[src/rtl/pio_pkg.sv]
// Constants shared by the three-port parallel I/O block
`default_nettype none

package pio_pkg;

  // Register bus geometry
  localparam int ADDR_W = 4;
  localparam int DATA_W = 8;

  // Port widths
  localparam int FIRST_W  = 7;
  localparam int SECOND_W = 8;
  localparam int THIRD_W  = 8;

  // Register offsets, at the printed addresses
  localparam logic [3:0] OFS_FIRST_DATA  = 4'h0;
  localparam logic [3:0] OFS_SECOND_DATA = 4'h1;
  localparam logic [3:0] OFS_THIRD_DATA  = 4'h2;
  localparam logic [3:0] OFS_FIRST_DIR   = 4'h4;
  localparam logic [3:0] OFS_SECOND_DIR  = 4'h5;
  localparam logic [3:0] OFS_THIRD_DIR   = 4'h6;

  // Event status, event mask and live level registers
  localparam logic [3:0] OFS_EVT_STATUS  = 4'h8;
  localparam logic [3:0] OFS_EVT_MASK    = 4'h9;
  localparam logic [3:0] OFS_LEVELS      = 4'ha;

  // Event status and mask bit positions
  localparam int EVT_THIRD_EDGE = 0;
  localparam int EVT_PIN_EDGE   = 1;
  localparam int EVT_W          = 2;

  // Live level register bit positions
  localparam int LVL_INT_PIN  = 0;
  localparam int LVL_CPU_IRQ  = 1;
  localparam int LVL_THIRD_RQ = 2;
  localparam int LVL_PIN_RQ   = 3;

  // Reset values
  localparam logic [FIRST_W-1:0]  FIRST_DIR_RST  = 7'h00;
  localparam logic [SECOND_W-1:0] SECOND_DIR_RST = 8'h00;
  localparam logic [THIRD_W-1:0]  THIRD_DIR_RST  = 8'h00;
  localparam logic [EVT_W-1:0]    EVT_MASK_RST   = 2'h0;
  localparam logic [EVT_W-1:0]    EVT_STAT_RST   = 2'h0;
  localparam logic [DATA_W-1:0]   RDATA_RST      = 8'h00;

endpackage

`default_nettype wire

[src/rtl/pio_ports.sv]
// Three parallel I/O ports with edge interrupt on the third port
// Functional notes
// RQ1: Seven-pin first port, data 0, direction 4
// RQ2: Eight-pin second port, data 1, direction 5
// RQ3: Eight-pin third port, data 2, direction 6
// RQ4: Direction one is output, zero is input
// RQ5: Output pins drive their data register bit
// RQ6: Input pins read back live pin level
// RQ7: Reset clears directions, keeps data registers
// RQ8: Third-port pins ANDed into CPU interrupt input
// RQ9: Third port has its own request latch
// RQ10: Only falling edges set the third-port request
// RQ11: Pin interrupt needs direction and data zero
// RQ12: Output pins falling never raise port interrupt
// RQ13: Second port shared with PWM, timer, SPI
// RQ14: Pin level status reflects dedicated pin only
// RQ15: Software takes care writing third-port registers
// RQ16: Request latch holds until acknowledge, reset clears
`timescale 1ns/1ps
`default_nettype none

module pio_ports #(
  parameter int FIRST_W  = pio_pkg::FIRST_W,
  parameter int SECOND_W = pio_pkg::SECOND_W,
  parameter int THIRD_W  = pio_pkg::THIRD_W
) (
  input  wire logic                        ref_clk,
  input  wire logic                        srst,
  input  wire logic [pio_pkg::ADDR_W-1:0]  reg_addr,
  input  wire logic [pio_pkg::DATA_W-1:0]  reg_wdata,
  input  wire logic                        reg_wr,
  input  wire logic                        reg_rd,
  output logic      [pio_pkg::DATA_W-1:0]  reg_rdata,
  input  wire logic [FIRST_W-1:0]          first_port_in,
  output logic      [FIRST_W-1:0]          first_port_out,
  output logic      [FIRST_W-1:0]          first_port_oe,
  input  wire logic [SECOND_W-1:0]         second_port_in,
  output logic      [SECOND_W-1:0]         second_port_out,
  output logic      [SECOND_W-1:0]         second_port_oe,
  input  wire logic [SECOND_W-1:0]         second_alt_en,
  input  wire logic [SECOND_W-1:0]         second_alt_out,
  input  wire logic [SECOND_W-1:0]         second_alt_oe,
  input  wire logic [THIRD_W-1:0]          third_port_in,
  output logic      [THIRD_W-1:0]          third_port_out,
  output logic      [THIRD_W-1:0]          third_port_oe,
  input  wire logic                        int_pin_n,
  input  wire logic                        third_req_ack,
  input  wire logic                        pin_req_ack,
  output logic                             cpu_irq_n,
  output logic                             third_req,
  output logic                             pin_req,
  output logic                             int_pin_high,
  output logic                             irq
);

  // Port registers; data registers carry no reset on purpose
  logic [FIRST_W-1:0]  first_port_data;
  logic [FIRST_W-1:0]  first_port_direction;
  logic [SECOND_W-1:0] second_port_data;
  logic [SECOND_W-1:0] second_port_direction;
  logic [THIRD_W-1:0]  third_port_data;
  logic [THIRD_W-1:0]  third_port_direction;

  // Event registers
  logic [pio_pkg::EVT_W-1:0] evt_status;
  logic [pio_pkg::EVT_W-1:0] evt_mask;
  logic [pio_pkg::EVT_W-1:0] next_evt_status;

  // Edge detection state
  logic                prev_valid;
  logic                prev_wired;
  logic                prev_int_pin;
  logic [THIRD_W-1:0]  third_src_en;
  logic                third_wired;
  logic                third_fall;
  logic                pin_fall;

  // Decoded strobes
  logic wr_first_data;
  logic wr_second_data;
  logic wr_third_data;
  logic wr_first_dir;
  logic wr_second_dir;
  logic wr_third_dir;
  logic wr_status;
  logic wr_mask;

  // Mix stored data and live pins: outputs read data, inputs read pins
  function automatic logic [pio_pkg::DATA_W-1:0] mix_read(
    input logic [pio_pkg::DATA_W-1:0] dir,
    input logic [pio_pkg::DATA_W-1:0] data,
    input logic [pio_pkg::DATA_W-1:0] pins
  );
    mix_read = (dir & data) | (~dir & pins);
  endfunction

  // Address decode for writes
  always_comb begin
    wr_first_data  = reg_wr && (reg_addr == pio_pkg::OFS_FIRST_DATA);  // RQ1
    wr_second_data = reg_wr && (reg_addr == pio_pkg::OFS_SECOND_DATA); // RQ2
    wr_third_data  = reg_wr && (reg_addr == pio_pkg::OFS_THIRD_DATA);  // RQ3
    wr_first_dir   = reg_wr && (reg_addr == pio_pkg::OFS_FIRST_DIR);   // RQ1
    wr_second_dir  = reg_wr && (reg_addr == pio_pkg::OFS_SECOND_DIR);  // RQ2
    wr_third_dir   = reg_wr && (reg_addr == pio_pkg::OFS_THIRD_DIR);   // RQ3
    wr_status      = reg_wr && (reg_addr == pio_pkg::OFS_EVT_STATUS);
    wr_mask        = reg_wr && (reg_addr == pio_pkg::OFS_EVT_MASK);
  end

  // Data registers keep their contents through reset
  always_ff @(posedge ref_clk) begin
    if (wr_first_data) begin
      first_port_data <= reg_wdata[FIRST_W-1:0]; // RQ7
    end
    if (wr_second_data) begin
      second_port_data <= reg_wdata[SECOND_W-1:0];
    end
    if (wr_third_data) begin
      third_port_data <= reg_wdata[THIRD_W-1:0];
    end
  end

  // Direction registers come up all inputs
  always_ff @(posedge ref_clk) begin
    if (srst) begin
      first_port_direction  <= pio_pkg::FIRST_DIR_RST;  // RQ7
      second_port_direction <= pio_pkg::SECOND_DIR_RST; // RQ7
      third_port_direction  <= pio_pkg::THIRD_DIR_RST;  // RQ7
    end else begin
      if (wr_first_dir) begin
        first_port_direction <= reg_wdata[FIRST_W-1:0];
      end
      if (wr_second_dir) begin
        second_port_direction <= reg_wdata[SECOND_W-1:0];
      end
      if (wr_third_dir) begin
        third_port_direction <= reg_wdata[THIRD_W-1:0];
      end
    end
  end

  // Pin drivers: a set direction bit enables the driver
  always_comb begin
    first_port_oe  = first_port_direction;  // RQ4
    first_port_out = first_port_data;       // RQ5
    third_port_oe  = third_port_direction;  // RQ4
    third_port_out = third_port_data;       // RQ5
  end

  // Second port: a unit that claims a pin takes over its driver
  always_comb begin
    second_port_oe  = (second_alt_en & second_alt_oe)
                    | (~second_alt_en & second_port_direction);  // RQ13
    second_port_out = (second_alt_en & second_alt_out)
                    | (~second_alt_en & second_port_data);       // RQ13
  end

  // Only input pins with a clear data bit join the wired line
  always_comb begin
    third_src_en = ~third_port_direction & ~third_port_data; // RQ11
    third_wired  = &(third_port_in | ~third_src_en);         // RQ8 RQ12
    cpu_irq_n    = int_pin_n & third_wired;                  // RQ8
  end

  // Previous levels; first cycle after reset only primes them
  always_ff @(posedge ref_clk) begin
    if (srst) begin
      prev_valid   <= 1'b0;
      prev_wired   <= 1'b1;
      prev_int_pin <= 1'b1;
    end else begin
      prev_valid   <= 1'b1;
      prev_wired   <= third_wired;
      prev_int_pin <= int_pin_n;
    end
  end

  // Falling edges only; a pin rising or held low sets nothing
  always_comb begin
    third_fall = prev_valid && prev_wired && !third_wired; // RQ10
    pin_fall   = prev_valid && prev_int_pin && !int_pin_n;
  end

  // Third-port request latch, separate from the pin latch
  always_ff @(posedge ref_clk) begin
    if (srst) begin
      third_req <= 1'b0; // RQ16
    end else if (third_fall) begin
      third_req <= 1'b1; // RQ9 RQ10
    end else if (third_req_ack) begin
      third_req <= 1'b0; // RQ16
    end
  end

  // Dedicated pin request latch; a new edge beats the acknowledge
  always_ff @(posedge ref_clk) begin
    if (srst) begin
      pin_req <= 1'b0;
    end else if (pin_fall) begin
      pin_req <= 1'b1; // RQ9
    end else if (pin_req_ack) begin
      pin_req <= 1'b0;
    end
  end

  // Branch tests see the dedicated pin, never the wired line
  always_ff @(posedge ref_clk) begin
    if (srst) begin
      int_pin_high <= 1'b1;
    end else begin
      int_pin_high <= int_pin_n; // RQ14
    end
  end

  // Sticky event bits, write one to clear, set wins over clear
  always_comb begin
    next_evt_status = evt_status;
    if (wr_status) begin
      next_evt_status = evt_status & ~reg_wdata[pio_pkg::EVT_W-1:0];
    end
    if (third_fall) begin
      next_evt_status[pio_pkg::EVT_THIRD_EDGE] = 1'b1;
    end
    if (pin_fall) begin
      next_evt_status[pio_pkg::EVT_PIN_EDGE] = 1'b1;
    end
  end

  always_ff @(posedge ref_clk) begin
    if (srst) begin
      evt_status <= pio_pkg::EVT_STAT_RST;
    end else begin
      evt_status <= next_evt_status;
    end
  end

  // Mask register
  always_ff @(posedge ref_clk) begin
    if (srst) begin
      evt_mask <= pio_pkg::EVT_MASK_RST;
    end else if (wr_mask) begin
      evt_mask <= reg_wdata[pio_pkg::EVT_W-1:0];
    end
  end

  // Level interrupt, high while an unmasked event is pending
  always_comb begin
    irq = |(evt_status & evt_mask);
  end

  // Read data stand only in the cycle after the strobe
  always_ff @(posedge ref_clk) begin
    if (srst || !reg_rd) begin
      reg_rdata <= pio_pkg::RDATA_RST;
    end else begin
      case (reg_addr)
        pio_pkg::OFS_FIRST_DATA: begin
          reg_rdata <= mix_read({1'b0, first_port_direction},
                                {1'b0, first_port_data},
                                {1'b0, first_port_in}); // RQ6
        end
        pio_pkg::OFS_SECOND_DATA: begin
          reg_rdata <= mix_read(second_port_direction, second_port_data,
                                second_port_in); // RQ6
        end
        pio_pkg::OFS_THIRD_DATA: begin
          reg_rdata <= mix_read(third_port_direction, third_port_data,
                                third_port_in); // RQ6
        end
        pio_pkg::OFS_FIRST_DIR: begin
          reg_rdata <= {1'b0, first_port_direction};
        end
        pio_pkg::OFS_SECOND_DIR: begin
          reg_rdata <= second_port_direction;
        end
        pio_pkg::OFS_THIRD_DIR: begin
          reg_rdata <= third_port_direction;
        end
        pio_pkg::OFS_EVT_STATUS: begin
          reg_rdata <= {6'h00, evt_status};
        end
        pio_pkg::OFS_EVT_MASK: begin
          reg_rdata <= {6'h00, evt_mask};
        end
        pio_pkg::OFS_LEVELS: begin
          reg_rdata <= {4'h0, pin_req, third_req, cpu_irq_n,
                        int_pin_high}; // RQ14
        end
        default: begin
          reg_rdata <= pio_pkg::RDATA_RST;
        end
      endcase
    end
  end

  // Direction cleared at the first edge after reset
  dir_reset_a: assert property ( // RQ7
    @(posedge ref_clk) srst |=> (first_port_oe == 7'h00)
      && (third_port_oe == 8'h00)
      && ((second_port_oe & ~second_alt_en) == 8'h00))
    else $error("direction not cleared by reset");

  // A direction write shows on the enables one cycle later
  dir_write_a: assert property ( // RQ4
    @(posedge ref_clk) disable iff (srst)
      (reg_wr && reg_addr == pio_pkg::OFS_THIRD_DIR)
      |=> third_port_oe == $past(reg_wdata))
    else $error("third port enables do not follow direction write");

  // A data write shows on output pins one cycle later
  out_data_a: assert property ( // RQ5
    @(posedge ref_clk) disable iff (srst)
      (reg_wr && reg_addr == pio_pkg::OFS_FIRST_DATA)
      |=> first_port_out == $past(reg_wdata[6:0]))
    else $error("first port output does not follow data write");

  // Input pins read back as the pins stood at the strobe
  pin_read_a: assert property ( // RQ6
    @(posedge ref_clk) disable iff (srst)
      (reg_rd && reg_addr == pio_pkg::OFS_SECOND_DATA
        && second_port_direction == 8'h00)
      |=> reg_rdata == $past(second_port_in))
    else $error("second port read does not show pin levels");

  // Any enabled low pin pulls the CPU line low
  wired_and_a: assert property ( // RQ8
    @(posedge ref_clk) disable iff (srst)
      ((third_src_en & ~third_port_in) != 8'h00) |-> !cpu_irq_n)
    else $error("enabled low pin did not pull CPU line");

  // Port request rises only after a fall of enabled pins
  edge_only_a: assert property ( // RQ10
    @(posedge ref_clk) disable iff (srst)
      $rose(third_req) |-> $past(prev_wired) && !$past(third_wired))
    else $error("port request set without a falling edge");

  // No source enabled means no new port request
  gate_en_a: assert property ( // RQ11
    @(posedge ref_clk) disable iff (srst)
      $rose(third_req) |-> $past(third_src_en) != 8'h00)
    else $error("port request from disabled pins");

  // Output pins swinging low keep the wired line high, so nothing sets
  out_quiet_a: assert property ( // RQ12
    @(posedge ref_clk) disable iff (srst)
      (!third_req && third_wired) |=> !third_req)
    else $error("output pins raised port request");

  // Latch holds until the acknowledge
  req_hold_a: assert property ( // RQ16
    @(posedge ref_clk) disable iff (srst)
      third_req && !third_req_ack |=> third_req)
    else $error("port request dropped without acknowledge");

  // Pin latch rises only from the dedicated pin
  latch_apart_a: assert property ( // RQ9
    @(posedge ref_clk) disable iff (srst)
      $rose(pin_req) |-> $past(pin_fall))
    else $error("pin latch set by another source");

  // Branch level tracks the pin alone, one cycle late
  pin_level_a: assert property ( // RQ14
    @(posedge ref_clk) disable iff (srst)
      !$past(srst) |-> int_pin_high == $past(int_pin_n))
    else $error("branch level does not follow the pin");

  // A claimed second-port pin takes its enable from the shared unit
  alt_take_a: assert property ( // RQ13
    @(posedge ref_clk) disable iff (srst)
      ((second_port_oe ^ second_alt_oe) & second_alt_en) == 8'h00)
    else $error("shared unit did not take the second port pin");

endmodule

`default_nettype wire

[config.mk]
export PLATFORM = sky130hd
export DESIGN_NAME = pio_ports
export DESIGN_NICKNAME = d
export VERILOG_FILES = /design/src/rtl/pio_pkg.sv /design/src/rtl/pio_ports.sv
export SDC_FILE = /design/constraint.sdc
export NUM_CORES = 1
export LEC_CHECK = 0
export ABC_CLOCK_PERIOD_IN_PS = 3700
export BUFFER_PORTS_ARGS = -buffer_cell sky130_fd_sc_hd__buf_2
export CAP_MARGIN = 20
export CORE_MARGIN = 4
export CORE_UTILIZATION = 52
export DETAILED_ROUTE_END_ITERATION = 16
export PLACE_DENSITY = 0.93
export SETUP_SLACK_MARGIN = 0.5
export SLEW_MARGIN = 0
export SYNTH_ARGS = -nofsm -noshare
export SYNTH_HDL_FRONTEND = slang
export SYNTH_SLANG_ARGS = --single-unit
export TNS_END_PERCENT = 100
[constraint.sdc]
create_clock -name ref_clk -period 3.7 [get_ports ref_clk]
set_input_delay 0.74 -clock ref_clk [delete_from_list [all_inputs] [get_ports ref_clk]]
set_output_delay 0.74 -clock ref_clk [all_outputs]
set_load 0.005 [all_outputs]
# Yosys cells after proc, flatten, opt, wreduce, memory -nomap -nowiden
# Index checks and enable logic that the tools add are counted.
totals:
  regBits: 63
  inputBits: 66
  out_inout_bits: 59
classes:
  n_eq_ne: 8
  mux: 9
  bitwise: 27
  reduce_logical: 23
ops:
  columns: ["cell", "count"]
  rows:
  - ["$and A8 B8 Y8", 9]
  - ["$pmux W8 S9", 1]
  - ["$not A8 Y8", 5]
  - ["$or A8 B8 Y8", 5]
  - ["$eq A4 B3 Y1 const B", 3]
  - ["$eq A4 B4 Y1 const B", 3]
  - ["$logic_and A1 B1 Y1", 12]
  - ["$and A8 B7 Y8", 1]
  - ["$not A7 Y8", 1]
  - ["$or A7 B8 Y8", 1]
  - ["$reduce_and A8 Y1", 1]
  - ["$reduce_bool A2 Y1", 4]
  - ["$and A7 B7 Y7", 1]
  - ["$mux W1", 7]
  - ["$and A2 B2 Y2", 2]
  - ["$eq A4 B1 Y1 const B", 1]
  - ["$eq A4 B2 Y1 const B", 1]
  - ["$logic_not A4 Y1", 1]
  - ["$logic_not A1 Y1", 3]
  - ["$mux W2", 1]
  - ["$not A2 Y2", 1]
  - ["$reduce_or A2 Y1", 1]
  - ["$and A1 B1 Y1", 1]
  - ["$logic_or A1 B1 Y1", 1]

# Longest topological paths before layout
depth:
  ltp_word: 8
  ltp_mapped: 7
  ltp_nobuf: 5

# Worst setup path after synthesis
# OpenSTA, ideal clock, no wires.
synth_timing:
  path_type: "input-to-output"
  startpoint: "in third_port_in[3]"
  endpoint: "out cpu_irq_n"
  arrival_time_ns: 1.292
  t_required_ns: 2.960
  path_slack_ns: 1.668
  path_stages: 3
  n_path_buf: 0
  path_cell_list: "or3_1 o311ai_1 nor3_1"
synth_via:
  elab_chain_len: 3
synth_rtl:
  columns: ["item", "line_no", "text"]
  rows:
  - ["start: declaration", "pio_ports.sv:43", "input wire logic [THIRD_W-1:0] third_port_in,"]
  - ["$or A8 B8 Y8", "pio_ports.sv:160", "third_wired = &(third_port_in | ~third_src_en);"]
  - ["$reduce_and A8 Y1", "pio_ports.sv:160", null]
  - ["$and A1 B1 Y1", "pio_ports.sv:161", "cpu_irq_n = int_pin_n & third_wired;"]
  - ["end: declaration", "pio_ports.sv:49", "output logic cpu_irq_n,"]
# No other way between the ends.

# Final worst setup path
layout_timing:
  startpoint: "in third_port_in[5]"
  endpoint: "out cpu_irq_n"
# Same word-level chain as after synthesis.

==> metrics.md <==
| Metric | Value |
|---|---|
| 1st-iter DRT viols | 413 |
| Switching power summed over all nets | between 300 and 400 uW |
| DRT Wirelength | approximately 8900 microns |
| Area added between synthesis and finish | 27.1% |
| Seq/Total Area, Yosys | 0.493 |
| Startpoint of the most critical setup path | third_port_in[5] |
| Htree depth | 3 |
| Number of different library cells in the post-synthesis netlist | 47 |
| Sw frac | 0.229 |
| Lkg Pwr | around 0.0016 uW |
| Top library cells by usage in the layout, fill and taps aside | sky130_fd_sc_hd__buf_2, sky130_fd_sc_hd__mux2i_1, sky130_fd_sc_hd__dfxtp_1 |
| Required time of the critical path | 2.96 ns |
| Routability cong. | between 0.9 and 1 |
| Capturing point of the worst reg2reg path | reg_rdata[1] |
| Slew headroom | 0.555 |
| Final critical-path share of the clock period | 0.653 |
| Die X-Extent | 84.2 microns |
| Combinational share of power | 0.106 |
| Layout cell share with drive strength beyond 1 | 0.395 |
| Remaining number of nets flagged by the antenna check after routing | 0 |
| Time the final worst path needs with I/O delays and setup | 2.41 ns |
| Number of setup buffers added after CTS | 0 |
| Start-to-end type of the worst setup path | input port to primary output |
| Clk Latency, worst-skew pair | 0.34 ns |
| Largest stage delay, worst path | 0.28 ns |
| Type of the tightest min-delay check | register to register |
| Unrepaired setup endpoints after global routing | no |
| Detailed-route via count | 2838 |
| Pint | approximately 1200 uW |
| Number of antenna violations at the first check in global routing | 0 |
| Number of sinks driven by the clock tree | 63 |
| Largest net degree at the start of global routing | 31 |
| Initial standard-cell utilization of the core | 0.542 |
| CP Launch Type | input port |
| Max Transition Viols Final | 0 |
| Drt wl/cell | about 19 microns |
| EDFF count, synth | 23 |
| Number of remaining DRC errors | 0 |
| Row count | 27 |
| IR Drop Worst-Case VDD | 0.000245 V |
| Worst flop-to-flop path startpoint | third_port_oe[6] |
| Total power after layout | between 1500 and 2000 uW |
| Total routing usage reported by global routing | 0.251 |
| Register share of total power | 0.486 |
| Chip Height | ~84 microns |
| Diodes inserted | 0 |
| Post-Syn Area | 0.00302 sq mm |
| Worst Skew | 0.00306 ns |
| Power density cells | 399 mW/mm^2 |
| Total CTS buffers | 9 |
| Count of boundary I/O pins | between 100 and 150 |
| Max-cap violations | 0 |
| Sum of negative setup slack | 0 ns |
| Half-perimeter wire length after detailed placement | 6450 microns |
| Cell at the slowest stage of the critical path | sky130_fd_sc_hd__nor3_1 |
| Reg-to-reg slack, setup | 2.17 ns |
| Mean instance size in the synthesized netlist | 10.7 sq um |
| Max FO, Critical Path | 4 |
| Kind of capture point of the worst setup path | primary output |
| Router iterations before antenna repair | 8 |
| Flip-flop cell with the highest count after synthesis | sky130_fd_sc_hd__dfxtp_1 |
| Post-synthesis async set-or-reset flop share | 0 |
| Worst setup endpoint | cpu_irq_n |
| Fill cell instance count of the final layout | 415 |
| Highest achievable clock rate | 414 MHz |
| Transition time of the tightest slew-check pin | approximately 0.67 ns |
| Wire length of the first global-routing pass | 14100 microns |
| Clock group share of total power | 0.409 |
| List of cells traversed by the critical path | buf_2 > nor3_1 > nor2_1 > o311ai_1 > nor3_1 > buf_2 |
| # nets final | 469 |
| Finish-stage setup viols | 0 |
| TritonCTS clock tree | done |
| Status | finished clean |
| Global-route congestion overflow total | 0 |
| Most common cell after layout, fill and taps aside | sky130_fd_sc_hd__buf_2 |
| Buffers from clock root to sink, at most | 2 |
| PostCTS Resize Cnt | 0 |
| Final hold slack | 0.489 ns |
| Core ar. | 0.00557 sq mm |
| Data arrival at the endpoint of the critical path | 1.67 ns |
| Synthesized Nets | around 350 |
| Gate Count Post-Synth | 282 |
| Length in cells of the worst reg-to-reg path | 5 |
| Cell at the root of the clock tree | sky130_fd_sc_hd__clkbuf_8 |
| Vias in the first global route | 2863 |
| Count of input and output buffers | 124 |
| Clock input transition at the sequential cells of the worst setup and hold paths | 0.06 ns |
| Area enclosed by the die boundary | a little over 0.007 sq mm |
| Number of endpoints with negative hold slack in the final report | 0 |
| Post-synthesis sequential element count | 63 |
| Number of hold buffers added after cts | 0 |
| Number of warnings issued by yosys | 0 |
| Post-DR vias/cell | just under 6 |
critical path: cells and delay by family:
family,cells,cell delay (ns)
AOI/OAI and AO/OA,1,0.19
and+or+nand+nor,3,0.48
buffers and inverters,2,0.26
layout make-up:
class | instances | area [sq um] | area share
repair buffers | 124 | 621 | 0.162
flip-flops and latches | 63 | 1490 | 0.388
clock inverters | 5 | 72.6 | 0.0189
inverters | 3 | 11.3 | 0.00293
clock buffers | 11 | 131 | 0.0342
multi-input cells | 202 | 1430 | 0.371
well taps | 72 | 90.1 | 0.0234
flip-flops by register name (all words and copies together) (netlist names), 2 cells and up:
| name | count |
|---|---|
| third_port_oe | 8 |
| second_port_data | 8 |
| evt_mask | 2 |
| first_port_out | 7 |
| evt_status | 2 |
| third_port_out | 8 |
| second_port_direction | 8 |
| first_port_oe | 7 |
| reg_rdata | 8 |
power by group through the flow:
stage	sequential (uW)	clock, uW	combinational (uW)
final	744	626	162
after global routing	745	658	177
after CTS	743	625	160
after detailed placement	758	0	159
after global placement	757	0	153
after floorplan	756	0	84.5
cell usage after synthesis (3+ instances only):
master | n | share of area
sky130_fd_sc_hd__a21oi_1 | 12 | 0.020
sky130_fd_sc_hd__and3_1 | 6 | 0.012
sky130_fd_sc_hd__buf_2 | 4 | 0.0066
sky130_fd_sc_hd__buf_6 | 4 | 0.015
sky130_fd_sc_hd__clkbuf_1 | 4 | 0.0050
sky130_fd_sc_hd__dfxtp_1 | 40 | 0.26
sky130_fd_sc_hd__edfxtp_1 | 23 | 0.23
sky130_fd_sc_hd__mux2_2 | 16 | 0.060
sky130_fd_sc_hd__mux2i_1 | 41 | 0.14
sky130_fd_sc_hd__nand2_1 | 9 | 0.011
sky130_fd_sc_hd__nand2b_1 | 7 | 0.014
sky130_fd_sc_hd__nand3_1 | 3 | 0.0050
sky130_fd_sc_hd__nand4_1 | 3 | 0.0062
sky130_fd_sc_hd__nor2_1 | 39 | 0.048
sky130_fd_sc_hd__nor3_1 | 10 | 0.017
sky130_fd_sc_hd__o21ai_0 | 9 | 0.015
sky130_fd_sc_hd__o21ai_1 | 5 | 0.0083
sky130_fd_sc_hd__o22ai_1 | 5 | 0.010
sky130_fd_sc_hd__or3_1 | 3 | 0.0062
sky130_fd_sc_hd__or3b_1 | 3 | 0.0087
stage by stage:
stage | utilization | std cells | setup slack, ns | cell area [sq um]
after CTS | 0.689 | 480 | 1.28 | 3840
after floorplan | - | 282 | 1.67 | 3020
after global placement | 0.653 | 464 | 1.32 | 3640
after global routing | 0.689 | 480 | 1.16 | 3840
final | 0.689 | 480 | 1.29 | 3840
after detailed placement | 0.653 | 464 | 1.26 | 3640
metal layers:
layer,share of wire,global-route usage,vias to the layer above,wire length (microns)
met1,0.38,0.310,1323,3370
met3,0.11,0.0608,24,1000
met4,0.026,0.124,0,232
li1,-,-,1296,-
met5,0,0,-,0
met2,0.48,0.408,195,4310
how the worst min path moves through the flow:
stage | slack, ns | startpoint | cells after the start | end
final | 0.49 | evt_status[1] | 2 | evt_status[1]
after global routing | 0.51 | evt_status[1] | 2 | evt_status[1]
after CTS | 0.49 | evt_status[1] | 2 | evt_status[1]
after detailed placement | 0.48 | evt_status[1] | 2 | evt_status[1]
after global placement | 0.46 | evt_status[1] | 2 | evt_status[1]
after floorplan | 0.45 | evt_status[1] | 2 | evt_status[1]
cells by family (layout without fill, tap and decap cells):
| group | count (synthesis) | count (layout) | share of synthesized area |
|---|---|---|---|
| flip-flops | 63 | 63 | 0.493 |
| multiplexers | 58 | 58 | 0.199 |
| AO/OA/AOI/OAI | 51 | 51 | 0.112 |
| AND/OR/NAND/NOR | 93 | 93 | 0.161 |
| buffers and inverters | 17 | 143 | 0.0352 |
(Power assumes the default switching activity.)
